`src/rtl/dfll_bod_pkg.sv`:
```
// Purpose: Shared offsets, layouts and timing for loop and brown-out control
// Assumes: 32-bit register port, one bus clock
// Notes:   Layout structs place every documented field at its bit position
package dfll_bod_pkg;
  // ==================================================
  // Register offsets
  localparam logic [7:0] OFS_STAT = 8'h0c;
  localparam logic [7:0] OFS_CTRL = 8'h24;
  localparam logic [7:0] OFS_VAL  = 8'h28;
  localparam logic [7:0] OFS_MUL  = 8'h2c;
  localparam logic [7:0] OFS_SYNC = 8'h30;
  localparam logic [7:0] OFS_BOD  = 8'h34;

  // ==================================================
  // Bit positions
  localparam int CTRL_ENABLE_BIT = 1;
  localparam int CTRL_MODE_BIT   = 2;
  localparam int SYNC_RDREQ_BIT  = 7;
  localparam int STAT_READY_BIT  = 0;
  localparam int STAT_CLOCK_BIT  = 1;
  localparam int STAT_FLOCK_BIT  = 2;
  localparam int STAT_RUN_BIT    = 3;

  // ==================================================
  // Fine centre value and cycle counts
  localparam logic [9:0] FINE_MID      = 10'h200;
  localparam int         LOOP_SYNC_CYC = 3;
  localparam int         READ_SYNC_CYC = 4;
  localparam int         SAMP_CLK_SYNC_CYC = 3;

  // ==================================================
  // Layouts
  typedef struct packed {
    logic [15:0] ratio_difference;
    logic [5:0]  coarse;
    logic [9:0]  fine;
  } val_reg_s;

  typedef struct packed {
    logic [5:0]  coarse_max_step;
    logic [9:0]  fine_max_step;
    logic [15:0] mul;
  } mul_reg_s;

  typedef enum logic [1:0] {
    ACT_NONE  = 2'h0,
    ACT_RESET = 2'h1,
    ACT_IRQ   = 2'h2,
    ACT_RSVD  = 2'h3
  } bod_act_e;

  typedef struct packed {
    logic [9:0] rsv_hi;
    logic [5:0] level;
    logic [3:0] psel;
    logic [1:0] rsv_mid;
    logic       sampling_clock_enable;
    logic       mode;
    logic       rsv_7;
    logic       run_in_standby;
    logic       rsv_5;
    bod_act_e   action;
    logic       hysteresis_enable;
    logic       enable;
    logic       rsv_0;
  } bod_reg_s;

  typedef struct packed {
    logic [5:0] level;
    bod_act_e   action;
    logic       hysteresis_enable;
    logic       enable;
  } user_row_s;

  typedef enum logic [1:0] {
    ST_OFF    = 2'b00,
    ST_COARSE = 2'b01,
    ST_FINE   = 2'b11
  } loop_st_e;
endpackage

```
`src/rtl/dfll_bod_ctrl.sv`:
```
// Purpose: Loop value/multiplier/read-sync control and brown-out control
// Assumes: Ticks are one-cycle pulses synchronous to sys_clk_in
// Notes:   Brown-out level, action, hysteresis and enable take the user row during reset
// Operation
// [RQ1] Enable reads back written value at once; loop switches after delay
// [RQ2] Closed loop: difference equals ideal minus counted; open loop: frozen
// [RQ3] Coarse field writable open loop, read-only closed loop
// [RQ4] Fine field writable open loop, read-only closed loop
// [RQ5] Coarse change per step limited by coarse maximum step
// [RQ6] Fine change per step limited by fine maximum step
// [RQ7] Multiply factor sets target output cycles per reference period
// [RQ8] Multiply factor write clears locks and centres fine value
// [RQ9] Read request loads fresh values then sets ready flag
// [RQ10] Threshold level selects trigger, loaded from user row
// [RQ11] Software changes threshold only while detector disabled; code writes it on any brown-out register write
// [RQ12] Prescaler divides 1kHz source by two to power code plus one
// [RQ13] Sampling clock enable bit starts and stops sampling clock
// [RQ14] Enable bit reads the settled sampling clock state
// [RQ15] Mode bit picks continuous or prescaled sampled monitoring
// [RQ16] Run-in-standby keeps detector on in standby
// [RQ17] Action picks none, reset or interrupt; loaded from user row
// [RQ18] Hysteresis bit enables hysteresis; loaded from user row
// [RQ19] Enable bit switches detector; loaded from user row
// [RQ20] Mode bit selects open or closed loop
// [RQ21] Unassigned bits read zero and ignore writes
//
// Chosen here: the strobed register port.
`timescale 1ns/1ps
module dfll_bod_ctrl (
  input  wire logic                  sys_clk_in,
  input  wire logic                  rst_in,
  input  wire logic [7:0]            addr_in,
  input  wire logic [31:0]           wdata_in,
  input  wire logic                  wr_in,
  input  wire logic                  rd_in,
  output logic      [31:0]           rdata_out,
  input  wire logic                  ref_tick_in,
  input  wire logic                  loop_tick_in,
  input  wire logic                  ulp_tick_in,
  input  wire logic                  standby_in,
  input  wire logic                  bod_below_in,
  input  wire dfll_bod_pkg::user_row_s user_row_in,
  output logic                       loop_on_out,
  output logic      [5:0]            coarse_out,
  output logic      [9:0]            fine_out,
  output logic                       bod_enable_out,
  output logic                       bod_sample_out,
  output logic      [5:0]            bod_level_out,
  output logic                       bod_hysteresis_enable_out,
  output logic                       bod_reset_out,
  output logic                       bod_irq_out
);
  // ==================================================
  // Decode
  wire wr_ctrl = wr_in && (addr_in == dfll_bod_pkg::OFS_CTRL);
  wire wr_val  = wr_in && (addr_in == dfll_bod_pkg::OFS_VAL);
  wire wr_mul  = wr_in && (addr_in == dfll_bod_pkg::OFS_MUL);
  wire wr_sync = wr_in && (addr_in == dfll_bod_pkg::OFS_SYNC);
  wire wr_bod  = wr_in && (addr_in == dfll_bod_pkg::OFS_BOD);

  // ==================================================
  // Loop control and value state
  logic                    enable_r;
  logic                    mode_r;
  logic                    loop_on_r;
  logic                    fine_lock_r;
  logic                    prev_neg_r;
  logic                    ready_r;
  logic [15:0]             count_r;
  logic [15:0]             ratio_difference_r;
  logic [5:0]              coarse_r;
  logic [9:0]              fine_r;
  dfll_bod_pkg::mul_reg_s  mul_r;
  dfll_bod_pkg::val_reg_s  snap_r;
  dfll_bod_pkg::loop_st_e  st_r;
  dfll_bod_pkg::loop_st_e  st_nxt;
  logic                    loop_on_sync;
  logic                    rd_done;

  // Switching lags the written bit; readback uses enable_r directly
  sync_delay #(.DEPTH(dfll_bod_pkg::LOOP_SYNC_CYC)) u_en_sync (
    .sys_clk_in (sys_clk_in),
    .rst_in     (rst_in),
    .d_in       (enable_r),
    .q_out      (loop_on_sync)
  ); // [RQ1]

  wire rd_req = wr_sync && wdata_in[dfll_bod_pkg::SYNC_RDREQ_BIT];
  sync_delay #(.DEPTH(dfll_bod_pkg::READ_SYNC_CYC)) u_rd_sync (
    .sys_clk_in (sys_clk_in),
    .rst_in     (rst_in),
    .d_in       (rd_req),
    .q_out      (rd_done)
  ); // [RQ9]

  wire closed = mode_r && loop_on_r; // [RQ20]
  wire eval   = closed && ref_tick_in;
  wire [15:0] ratio_difference_now = mul_r.mul - count_r; // [RQ7]
  wire        neg      = ratio_difference_now[15];
  wire [15:0] abs_ratio_difference = neg ? 16'(-ratio_difference_now) : ratio_difference_now;
  wire [5:0]  cmag = (abs_ratio_difference > {10'h0, mul_r.coarse_max_step}) ? mul_r.coarse_max_step
                                                                 : abs_ratio_difference[5:0]; // [RQ5]
  wire [9:0]  fmag = (abs_ratio_difference > {6'h0, mul_r.fine_max_step}) ? mul_r.fine_max_step
                                                             : abs_ratio_difference[9:0]; // [RQ6]
  wire [6:0]  c_up = {1'b0, coarse_r} + {1'b0, cmag};
  wire [6:0]  c_dn = {1'b0, coarse_r} - {1'b0, cmag};
  wire [10:0] f_up = {1'b0, fine_r} + {1'b0, fmag};
  wire [10:0] f_dn = {1'b0, fine_r} - {1'b0, fmag};
  wire [5:0]  coarse_adj = neg ? (c_dn[6] ? 6'h00 : c_dn[5:0])
                               : (c_up[6] ? 6'h3f : c_up[5:0]);
  wire [9:0]  fine_adj   = neg ? (f_dn[10] ? 10'h000 : f_dn[9:0])
                               : (f_up[10] ? 10'h3ff : f_up[9:0]);
  wire coarse_done = (ratio_difference_now == 16'h0) || (neg != prev_neg_r);

  always_comb begin
    st_nxt = st_r;
    unique case (st_r)
      dfll_bod_pkg::ST_OFF: begin
        if (closed) begin
          st_nxt = dfll_bod_pkg::ST_COARSE;
        end
      end
      dfll_bod_pkg::ST_COARSE: begin
        if (!closed) begin
          st_nxt = dfll_bod_pkg::ST_OFF;
        end else if (eval && coarse_done) begin
          st_nxt = dfll_bod_pkg::ST_FINE;
        end
      end
      dfll_bod_pkg::ST_FINE: begin
        if (!closed) begin
          st_nxt = dfll_bod_pkg::ST_OFF;
        end
      end
      default: st_nxt = dfll_bod_pkg::ST_OFF;
    endcase
    if (wr_mul && closed) begin
      st_nxt = dfll_bod_pkg::ST_COARSE; // [RQ8]
    end
  end

  always_ff @(posedge sys_clk_in) begin
    if (rst_in) begin
      enable_r  <= 1'b0;
      mode_r    <= 1'b0;
      loop_on_r <= 1'b0;
      st_r      <= dfll_bod_pkg::ST_OFF;
      mul_r     <= '0;
    end else begin
      loop_on_r <= loop_on_sync;
      st_r      <= st_nxt;
      if (wr_ctrl) begin
        enable_r <= wdata_in[dfll_bod_pkg::CTRL_ENABLE_BIT]; // [RQ1]
        mode_r   <= wdata_in[dfll_bod_pkg::CTRL_MODE_BIT];   // [RQ20]
      end
      if (wr_mul) begin
        mul_r <= wdata_in;
      end
    end
  end

  // Output-cycle counter, restarted on every reference tick
  always_ff @(posedge sys_clk_in) begin
    if (rst_in || !loop_on_r) begin
      count_r <= 16'h0;
    end else if (ref_tick_in) begin
      count_r <= {15'h0, loop_tick_in};
    end else if (loop_tick_in) begin
      count_r <= count_r + 16'h1;
    end
  end

  always_ff @(posedge sys_clk_in) begin
    if (rst_in) begin
      ratio_difference_r     <= 16'h0;
      prev_neg_r <= 1'b0;
    end else if (eval) begin
      ratio_difference_r     <= ratio_difference_now; // [RQ2]
      prev_neg_r <= neg;
    end
  end

  always_ff @(posedge sys_clk_in) begin
    if (rst_in) begin
      coarse_r    <= 6'h00;
      fine_r      <= 10'h000;
      fine_lock_r <= 1'b0;
    end else if (wr_mul) begin
      fine_r      <= dfll_bod_pkg::FINE_MID; // [RQ8]
      fine_lock_r <= 1'b0;
    end else if (!mode_r) begin
      fine_lock_r <= 1'b0;
      if (wr_val) begin
        coarse_r <= wdata_in[15:10]; // [RQ3]
        fine_r   <= wdata_in[9:0];   // [RQ4]
      end
    end else if (eval && st_r == dfll_bod_pkg::ST_COARSE) begin
      coarse_r <= coarse_adj; // [RQ5]
    end else if (eval && st_r == dfll_bod_pkg::ST_FINE) begin
      fine_r      <= fine_adj; // [RQ6]
      fine_lock_r <= (ratio_difference_now == 16'h0);
    end
  end

  // Ready set wins over the clear from a new request
  always_ff @(posedge sys_clk_in) begin
    if (rst_in) begin
      snap_r  <= '0;
      ready_r <= 1'b0;
    end else if (rd_done) begin
      snap_r  <= '{ratio_difference: ratio_difference_r, coarse: coarse_r, fine: fine_r};
      ready_r <= 1'b1; // [RQ9]
    end else if (rd_req) begin
      ready_r <= 1'b0;
    end
  end

  // ==================================================
  // Brown-out control
  dfll_bod_pkg::bod_reg_s bod_r;
  logic                   samp_clk_run;
  logic [15:0]            presc_r;

  // Threshold, action, hysteresis and enable come from the user row
  always_ff @(posedge sys_clk_in) begin
    if (rst_in) begin
      bod_r        <= '0;
      bod_r.level  <= user_row_in.level;  // [RQ10]
      bod_r.action <= user_row_in.action; // [RQ17]
      bod_r.hysteresis_enable   <= user_row_in.hysteresis_enable;   // [RQ18]
      bod_r.enable <= user_row_in.enable; // [RQ19]
    end else if (wr_bod) begin
      bod_r.level    <= wdata_in[21:16];
      bod_r.psel     <= wdata_in[15:12];
      bod_r.sampling_clock_enable <= wdata_in[9]; // [RQ13]
      bod_r.mode           <= wdata_in[8];
      bod_r.run_in_standby <= wdata_in[6];
      bod_r.action   <= dfll_bod_pkg::bod_act_e'(wdata_in[4:3]);
      bod_r.hysteresis_enable     <= wdata_in[2];
      bod_r.enable   <= wdata_in[1];
    end
  end

  // Settled clock state: lags both start and stop
  sync_delay #(.DEPTH(dfll_bod_pkg::SAMP_CLK_SYNC_CYC)) u_samp_clk_sync (
    .sys_clk_in (sys_clk_in),
    .rst_in     (rst_in),
    .d_in       (bod_r.sampling_clock_enable),
    .q_out      (samp_clk_run)
  ); // [RQ14]

  wire [16:0] div_mask  = (17'h2 << bod_r.psel) - 17'h1;
  wire        presc_tick = ulp_tick_in && samp_clk_run
                        && ((presc_r & div_mask[15:0]) == div_mask[15:0]); // [RQ12]
  wire bod_active = bod_r.enable && !(standby_in && !bod_r.run_in_standby); // [RQ16]
  wire sample_now = bod_active && (bod_r.mode ? presc_tick : 1'b1); // [RQ15]
  wire trip       = sample_now && bod_below_in;

  always_ff @(posedge sys_clk_in) begin
    if (rst_in || !samp_clk_run) begin
      presc_r <= 16'h0; // [RQ13]
    end else if (ulp_tick_in) begin
      presc_r <= presc_r + 16'h1;
    end
  end

  always_ff @(posedge sys_clk_in) begin
    if (rst_in) begin
      bod_enable_out <= 1'b0;
      bod_sample_out <= 1'b0;
      bod_reset_out  <= 1'b0;
      bod_irq_out    <= 1'b0;
    end else begin
      bod_enable_out <= bod_active;
      bod_sample_out <= sample_now;
      bod_reset_out  <= trip && (bod_r.action == dfll_bod_pkg::ACT_RESET); // [RQ17]
      bod_irq_out    <= trip && (bod_r.action == dfll_bod_pkg::ACT_IRQ);
    end
  end

  assign bod_level_out = bod_r.level;
  assign bod_hysteresis_enable_out  = bod_r.hysteresis_enable; // [RQ18]
  assign loop_on_out   = loop_on_r;
  assign coarse_out    = coarse_r;
  assign fine_out      = fine_r;

  // ==================================================
  // Read mux; unassigned bits are zero
  wire [31:0] rd_ctrl = {29'h0, mode_r, enable_r, 1'b0};
  wire [31:0] rd_val  = closed ? snap_r : {snap_r.ratio_difference, coarse_r, fine_r};
  wire [31:0] rd_stat = {28'h0, loop_on_r, fine_lock_r,
                         st_r == dfll_bod_pkg::ST_FINE, ready_r};
  dfll_bod_pkg::bod_reg_s rd_bod_s;
  always_comb begin
    rd_bod_s     = bod_r;
    rd_bod_s.sampling_clock_enable = samp_clk_run; // [RQ14]
  end
  wire [31:0] rd_sel =
      (addr_in == dfll_bod_pkg::OFS_CTRL) ? rd_ctrl :
      (addr_in == dfll_bod_pkg::OFS_VAL)  ? rd_val  :
      (addr_in == dfll_bod_pkg::OFS_MUL)  ? mul_r   :
      (addr_in == dfll_bod_pkg::OFS_BOD)  ? rd_bod_s :
      (addr_in == dfll_bod_pkg::OFS_STAT) ? rd_stat : 32'h0; // [RQ21]

  always_ff @(posedge sys_clk_in) begin
    if (rst_in) begin
      rdata_out <= 32'h0;
    end else begin
      rdata_out <= rd_in ? rd_sel : 32'h0;
    end
  end

  // ==================================================
  // Checks
  localparam int RD_MAX = 6;
  localparam int EN_MAX = 5;
endmodule

```
`src/rtl/sync_delay.sv`:
```
// Purpose: Fixed-depth delay of one bit across a synchroniser-like chain
// Assumes: Synchronous active-high reset
// Notes:   Models the hand-off delay into the loop and sampling domains
`timescale 1ns/1ps
module sync_delay #(
  parameter int DEPTH = 2
) (
  input  wire logic sys_clk_in,
  input  wire logic rst_in,
  input  wire logic d_in,
  output logic      q_out
);
  logic [DEPTH-1:0] chain_r;

  always_ff @(posedge sys_clk_in) begin
    if (rst_in) begin
      chain_r <= '0;
    end else begin
      chain_r <= {chain_r[DEPTH-2:0], d_in};
    end
  end

  assign q_out = chain_r[DEPTH-1];
endmodule

```
`config.mk`:
```
export PLATFORM = sky130hd
export DESIGN_NAME = dfll_bod_ctrl
export DESIGN_NICKNAME = d
export VERILOG_FILES = /design/src/rtl/dfll_bod_pkg.sv /design/src/rtl/dfll_bod_ctrl.sv /design/src/rtl/sync_delay.sv
export SDC_FILE = /design/constraint.sdc
export NUM_CORES = 1
export LEC_CHECK = 0
export BUFFER_PORTS_ARGS = -buffer_cell sky130_fd_sc_hd__buf_4
export CAP_MARGIN = 20
export CORE_AREA = 2 2 163 165
export DETAILED_ROUTE_END_ITERATION = 12
export DIE_AREA = 0 0 165 167
export HOLD_SLACK_MARGIN = 0.06
export PLACE_DENSITY = 0.76
export SETUP_SLACK_MARGIN = 0.2
export SLEW_MARGIN = 10
export SYNTH_ARGS = -nofsm -noshare
export SYNTH_HDL_FRONTEND = slang
export SYNTH_SLANG_ARGS = --single-unit
```
`constraint.sdc`:
```
create_clock -name sys_clk_in -period 7 [get_ports sys_clk_in]
set_input_delay 1.4 -clock sys_clk_in [delete_from_list [all_inputs] [get_ports sys_clk_in]]
set_output_delay 1.4 -clock sys_clk_in [all_outputs]
set_load 0.02 [all_outputs]
```
* After elaboration in Yosys (flattened, before gate mapping)
Cells that the tools add are included.
** Operators by class
- Add/subtract/negate cells :: 9
- Multiply operators :: 0
- Div/mod/pow operators :: 0
- $lt $le $gt $ge :: 2
- Equality and inequality tests :: 23
- Shift-type cells :: 1
- Mux-type cells :: 38
- Bitwise logic cells :: 5
- Reduce and logical (&&, ||, !) cells :: 46
** Operators by type and width (count)
- $mux W10 :: 11
- $mux W32 :: 2
- $mux W6 :: 7
- $eq A8 B6 Y1 const B :: 5
- $add A16 B1 Y16 const B :: 2
- $mux W16 :: 2
- $mux W22 :: 1
- $logic_and A1 B1 Y1 :: 20
- $and A16 B16 Y16 :: 1
- $eq A16 B16 Y1 :: 1
- $gt A16 B10 Y1 :: 1
- $gt A16 B6 Y1 :: 1
- $logic_not A16 Y1 :: 1
- $neg A16 Y16 :: 1
- $shl A2 B4 Y16 const A :: 1
- $sub A16 B1 Y16 const B :: 1
- $sub A16 B16 Y16 :: 1
- $reduce_and A3 Y1 :: 5
- $mux W4 :: 3
- $add A10 B10 Y11 :: 1
- $sub A10 B10 Y11 :: 1
- $ne A3 B3 Y1 const B :: 3
- $eq A8 B4 Y1 const B :: 1
- $mux W2 :: 4
- 21 further kinds :: 47
** Word-level totals
- Register bits :: 199
- Latch bits :: 0
- Bits in writable memories :: 0
- Memory bits (read-only) :: 0
- Bits of input ports :: 59
- Output and inout bits :: 60
- Memories kept :: 0

* Logic depth before layout (Yosys ltp)
- Word-level depth :: 12
- Mapped depth :: 37
- Mapped depth without buffers :: 32

* By module
Synthesis repeated with hierarchy kept, for this count alone.
** Second synthesis, totals
- Cells, all modules :: 1390
- Area total of the unflattened synthesis :: 11242.0 sq um
** By module, submodules not included
- dfll_bod_ctrl :: instances 1, cells each 1370, area each 10979.3 sq um, sequential area each 3863.7 sq um
- sync_delay (u_en_sync ...) :: instances 2, cells each 6, area each 78.8 sq um, sequential area each 60.1 sq um
- sync_delay (u_rd_sync) :: instances 1, cells each 8, area each 105.1 sq um, sequential area each 80.1 sq um

* Worst setup path after synthesis
OpenSTA, ideal clock, no wires.
- Kind :: register -> register
- Start :: register count_r[12]
- End :: register fine_r[9], in the netlist fine_out[9]
- Library setup time :: 0.146 ns
- Arrival :: 6.847 ns
- Data required time :: 6.854 ns
- Path slack :: 0.007 ns
- Cell stages (with the launch flop) :: 36
- Cells stage by stage :: dfxtp_1 inv_1 ha_1 clkbuf_1 a21o_1 a211o_1 mux2i_1 a221oi_1 and2_1 buf_2 buf_1 o31ai_1 xnor2_1 ha_1 a21o_1 a21o_1 a21oi_1 o21ai_0 a21o_1 a21oi_1 o21a_1 buf_6 buf_12 mux2i_1 ha_1 inv_1 fa_1 nand2b_1 a21oi_1 o21ai_0 a21oi_1 o41ai_1 o31ai_1 a311o_1 o2111ai_1 a41oi_1
** On the way
- Cells in the longest elaborated chain, start to end :: 12
- Elaborated cells on any way between the ends :: 14
- Those cells by class :: add/sub (4); order compare (1); mux (9)
** Ends and longest elaborated chain
- from (decl) :: line dfll_bod_ctrl.sv:69 : logic [15:0] count_r;
- from (signal assigned) :: line dfll_bod_ctrl.sv:167 : count_r <= {15'h0, loop_tick_in};
- from (signal assigned) :: line dfll_bod_ctrl.sv:169 : count_r <= count_r + 16'h1;
- $sub A16 B16 Y16 (*) :: line dfll_bod_ctrl.sv:98 : wire [15:0] ratio_difference_now = mul_r.mul - count_r;
- $neg A16 Y16 :: line dfll_bod_ctrl.sv:100 : wire [15:0] abs_ratio_difference = neg ? 16'(-ratio_difference_now) : ratio_difference_now;
- $mux W16 :: line dfll_bod_ctrl.sv:100
- $gt A16 B10 Y1 :: line dfll_bod_ctrl.sv:103 : wire [9:0] fmag = (abs_ratio_difference > {6'h0, mul_r.fine_max_step}) ? mul_r.fine_max_step
- $mux W10 :: line dfll_bod_ctrl.sv:103
- $add A10 B10 Y11 / $sub A10 B10 Y11 (equally long branches) :: line dfll_bod_ctrl.sv:107, dfll_bod_ctrl.sv:108
- $mux W10, on equally long branches :: line dfll_bod_ctrl.sv:112, dfll_bod_ctrl.sv:111
- $mux W10 (*) :: line dfll_bod_ctrl.sv:111 : wire [9:0] fine_adj = neg ? (f_dn[10] ? 10'h000 : f_dn[9:0])
- $mux W10 (*) :: line dfll_bod_ctrl.sv:199 : end else if (eval && st_r == dfll_bod_pkg::ST_FINE) begin
- $mux W10 (*) :: line dfll_bod_ctrl.sv:197 : end else if (eval && st_r == dfll_bod_pkg::ST_COARSE) begin
- $mux W10 (*) :: line dfll_bod_ctrl.sv:191 : end else if (!mode_r) begin
- $mux W10 (*) :: line dfll_bod_ctrl.sv:188 : end else if (wr_mul) begin
- to (signal assigned) :: line dfll_bod_ctrl.sv:189 : fine_r <= dfll_bod_pkg::FINE_MID;
- to (signal assigned) :: line dfll_bod_ctrl.sv:195 : fine_r <= wdata_in[9:0];
- to (signal assigned) :: line dfll_bod_ctrl.sv:200 : fine_r <= fine_adj;
- to (decl) :: line dfll_bod_ctrl.sv:72 : logic [9:0] fine_r;
Mark *: on every way between the ends. The rest lies on a longest branch, timed or not. The select of a mux whose other input is x is not followed.
A chain may end at the register's enable or synchronous reset.

* Worst setup path after layout
- Start :: register count_r[12]
- End :: register fine_r[4], in the netlist fine_out[4]
** On the way
- Cells in the longest elaborated chain, start to end :: 11
- Elaborated cells on any way between the ends :: 13
- Those cells by class :: add/sub (4); order compare (1); mux (8)
** Ends and longest elaborated chain (line)
- $sub A16 B16 Y16 (*) :: dfll_bod_ctrl.sv:98
- $neg A16 Y16 :: dfll_bod_ctrl.sv:100
- $mux W16 :: dfll_bod_ctrl.sv:100
- $gt A16 B10 Y1 :: dfll_bod_ctrl.sv:103
- $mux W10 :: dfll_bod_ctrl.sv:103
- $add A10 B10 Y11 / $sub A10 B10 Y11 (equally long branches) :: dfll_bod_ctrl.sv:107, dfll_bod_ctrl.sv:108
- $mux W10, on equally long branches :: dfll_bod_ctrl.sv:112, dfll_bod_ctrl.sv:111
- $mux W10 (*) :: dfll_bod_ctrl.sv:111
- $mux W10 (*) :: dfll_bod_ctrl.sv:199
- $mux W10 (*) :: dfll_bod_ctrl.sv:197
- $mux W10 (*) :: dfll_bod_ctrl.sv:191
Marks and branches as above.

==> impl_metrics.py <==
metrics = {
    "power": {
        "finalPower_mw": 2.29,
        "irDropWorstVdd_v": 0.000168,
        "powerDensity_mw_per_mm2": 171,
        "power_switching_share": 0.248,
        "p_seq_frac": 0.500,
        "combPwrFrac": 0.062,
        "clock_power_share": 0.438,
        "p_sw_uw": 570,
        "internal-power_mw": 1.72,
        "p_leak_nw": 5.13,
    },
    "place": {
        "place_congestion": 0.952,
        "post-place-cells": 1764,
        "dpl.hpwl_um": 26000,
        "placed_cell_area_mm2": 0.0126,
        "preCtsSetupSlack_ns": 0.00394,
        "port_buffers": 118,
    },
    "setup_path": {
        "required_ns": 7.28,
        "path_max_fanout": 7,
        "regToRegEndpoint": "fine_out[4]$_SDFFE_PP0P_",
        "endpoint_kind": "flop",
        "critPathMostFrequentCell": "a21o_1",
        "cp_num_buf_inv": 3,
        "critPathTopFamily": "compound AO/OA/AOI/OAI gates",
        "reg2reg_depth": 32,
        "rr_startpoint": "count_r[12]$_SDFFE_PP0P_",
        "critical_path_class": "flop to flop",
        "critPathLaunchType": "flop",
        "r2r_slack_ns": 0.41,
        "max_stage_delay_ns": 0.38,
        "cp.arrival_ns": 6.86,
        "crit_start": "count_r[12]$_SDFFE_PP0P_",
        "cpMaxStageDelayCell": "o41ai_4",
    },
    "detailed_routing": {
        "ant_nets": 0,
        "wl_per_cell_um": 19.6,
        "vias": 10600,
        "drc_errors": 0,
        "wl_um": 35400,
        "via_per_inst": 5.86,
        "drt-initial-drc-count": 979,
        "firstDrtPassIters": 6,
    },
    "run_status": {
        "status": "completed",
    },
    "global_routing": {
        "grt_usage": 0.251,
        "gr-total-overflow": 0,
        "grt_pass1_vias": 9611,
        "antenna_found_initial": 0,
        "grt_max_degree": 78,
        "grt_pass1_wl_um": 53200,
    },
    "floorplanning": {
        "io_pins": 119,
        "initial_core_util": 0.443,
        "die_w_um": 165,
        "num_rows": 59,
        "die_y_um": 167,
        "core_area_mm2": 0.0258,
        "die-area_mm2": 0.0276,
    },
    "clock_tree": {
        "clkSinkCount": 198,
        "clk_pin_slew_ns": 0.08,
        "cts_buffers": 17,
        "cts_tree": "yes",
        "cts_buffer_depth": 2,
        "cts-root-buf": "clkbuf_16",
        "clkLatencyLatePin_ns": 0.44,
        "ctsHoldBuffers": 0,
        "htree_levels": 4,
    },
    "logic_synthesis": {
        "synth_compound_gate_area_share": 0.186,
        "synth_enable_flop_cells": 10,
        "synth_nets": 1501,
        "synth_mux_area_frac": 0.0889,
        "yosys_warnings": 0,
        "synth.avg_cell_area_um2": 8.33,
        "synth_top_family_by_area": "simple AND/OR/NAND/NOR gates",
        "yosysMostFrequentCell": "dfxtp_1",
        "synth_fa_ha_area_frac": 0.0822,
        "synth_cell_types": 79,
        "synth.top_cells.by_count": "188 x dfxtp_1, 169 x nand2_1, 155 x nor2_1, 115 x a21oi_1, 67 x ha_1",
        "synth_largest_area_cell": "dfxtp_1",
        "async_flop_share": 0,
        "yosys-top-cells-area": "dfxtp_1 33%, ha_1 7.3%, nand2_1 5.6%",
        "ys_seq_elements": 198,
        "synth_xor_area_frac": 0.0376,
        "synth_ff_type": "dfxtp_1",
        "synthSimpleGateAreaFrac": 0.194,
        "syn_area_mm2": 0.0114,
        "synth-seq-area-share": 0.356,
        "synth_top_area_share": 0.330,
        "synth_cells": 1370,
    },
    "finish": {
        "layout-drive-gt1-share": 0.186,
        "nets": 1591,
        "final_cells": 1809,
        "design_area_mm2": 0.0134,
        "syn_to_final_growth_pct": 17.6,
    },
    "timing": {
        "relSlewSlack": 0.337,
        "fin_tns_setup_ns": 0,
        "clock.fmax_mhz": 152,
        "finClkSkew_ns": 0.0122,
        "finalSetupViolCount": 0,
        "layout_setup_ws_ns": 0.413,
        "period_minus_slack_ns": 6.59,
        "rsz0062_at_grt": "no",
        "max_slew.worst_pin.slew_ns": 0.987,
        "slew_violations": 0,
        "fin_crit_sh": 0.941,
        "final_hold_viol_count": 0,
    },
    "worst_hold_path": {
        "worst_hold_path.endpoint": "u_rd_sync.chain_r[3]$_SDFF_PP0_",
        "min_path_cells": 1,
        "hp-start": "u_rd_sync.chain_r[2]$_SDFF_PP0_",
        "hold_class": "flop to flop",
    },
    "run": {
        "maxCapViolations": 0,
    },
}
-- area by class of cell --
type | instances | area (um2)
fillers | 2335 | 12300
multi-input cells | 1021 | 6890
flip-flops and latches | 198 | 4070
repair buffers | 159 | 1210
clock buffers | 21 | 450
well taps | 335 | 419
inverters | 63 | 236
clock inverters | 11 | 141
diodes | 1 | 2.50
-- cell families (layout without fill, tap and decap cells) --
kind of cell,count (synthesis),in the layout
adders and majority gates,72,72
buffers and inverters,151,254
xor gates and xnor gates,49,49
muxes,95,95
DFF,198,198
and+or+nand+nor,484,484
other,0,1
AOI/OAI and AO/OA,321,321
-- layout by cell type, fill, tap and decap left out, types with 5 or more instances in the layout --
cell and count:
nor2_1 154, mux2i_1 54, a21o_1 16, o21a_1 5
o21ai_0 47, edfxtp_1 10, a222oi_1 15, nand3_1 32
a22oi_1 18, o21bai_1 8, or2_2 5, a21oi_1 108
inv_1 63, dfxtp_1 186, nor2b_1 20, buf_4 156
a211o_1 6, a21oi_2 6, and3_1 14, mux2_2 32
nand4_1 10, nand2_1 169, ha_2 5, nand2b_1 11
a211oi_1 14, clkbuf_16 17, o21ai_1 7, o31ai_1 7
o22ai_1 7, xor2_1 17, nor3_1 18, and2_1 5
a311oi_1 7, or3_1 12, xnor2_1 29, ha_1 62
-- state kept, by name (all words and copies together) (netlist names), 4 cells and up --
name / count
u_rd_sync.chain_r: 4
bod_r: 10
count_r: 16
bod_level_out: 6
snap_r: 32
fine_out: 10
rdata_out: 32
presc_r: 16
mul_r: 32
ratio_difference_r: 15
coarse_out: 6
-- worst max path at each step --
stage	cells after the start	endpoint	slack [ns]
after floorplan	35	fine_out[9]$_SDFFE_PP0P_	0.21
after global placement	31	coarse_out[5]$_SDFFE_PP0P_	0.19
after detailed placement	29	fine_out[6]$_SDFFE_PP0P_	0.004
after CTS	31	fine_out[5]$_SDFFE_PP0P_	0.27
after global routing	32	fine_out[4]$_SDFFE_PP0P_	0.17
final	32	fine_out[4]$_SDFFE_PP0P_	0.41
-- timing repair --
action,CTS,global route
pin swaps,0,15
resized for setup,5,42
setup buffers,1,10
setup endpoints to repair,13,16
-- power by group through the flow --
stage	logic (mW)	registers, mW	clock network (mW)
2_1_floorplan	0.0763	1.17	0
3_3_place_gp	0.127	1.17	0
3_5_place_dp	0.129	1.17	0
4_1_cts	0.130	1.15	1.01
5_1_grt	0.150	1.15	1.06
6_report	0.143	1.15	1.00
-- per-layer routing --
metal | up-vias | part of all wire | track usage
met1 | 5088 | 0.42 | 0.329
met4 | 0 | 0.040 | 0.117
met5 | - | 0 | 0
met3 | 67 | 0.074 | 0.0471
met2 | 447 | 0.47 | 0.397
li1 | 4993 | - | -
-- per-stage QoR --
stage / hold WS [ns] / util
2_1_floorplan: 0.414 / -
3_3_place_gp: 0.415 / 0.487
3_5_place_dp: 0.424 / 0.487
4_1_cts: 0.437 / 0.511
5_1_grt: 0.456 / 0.521
6_report: 0.438 / 0.521
Note: power is estimated with default switching activity, not from simulation.
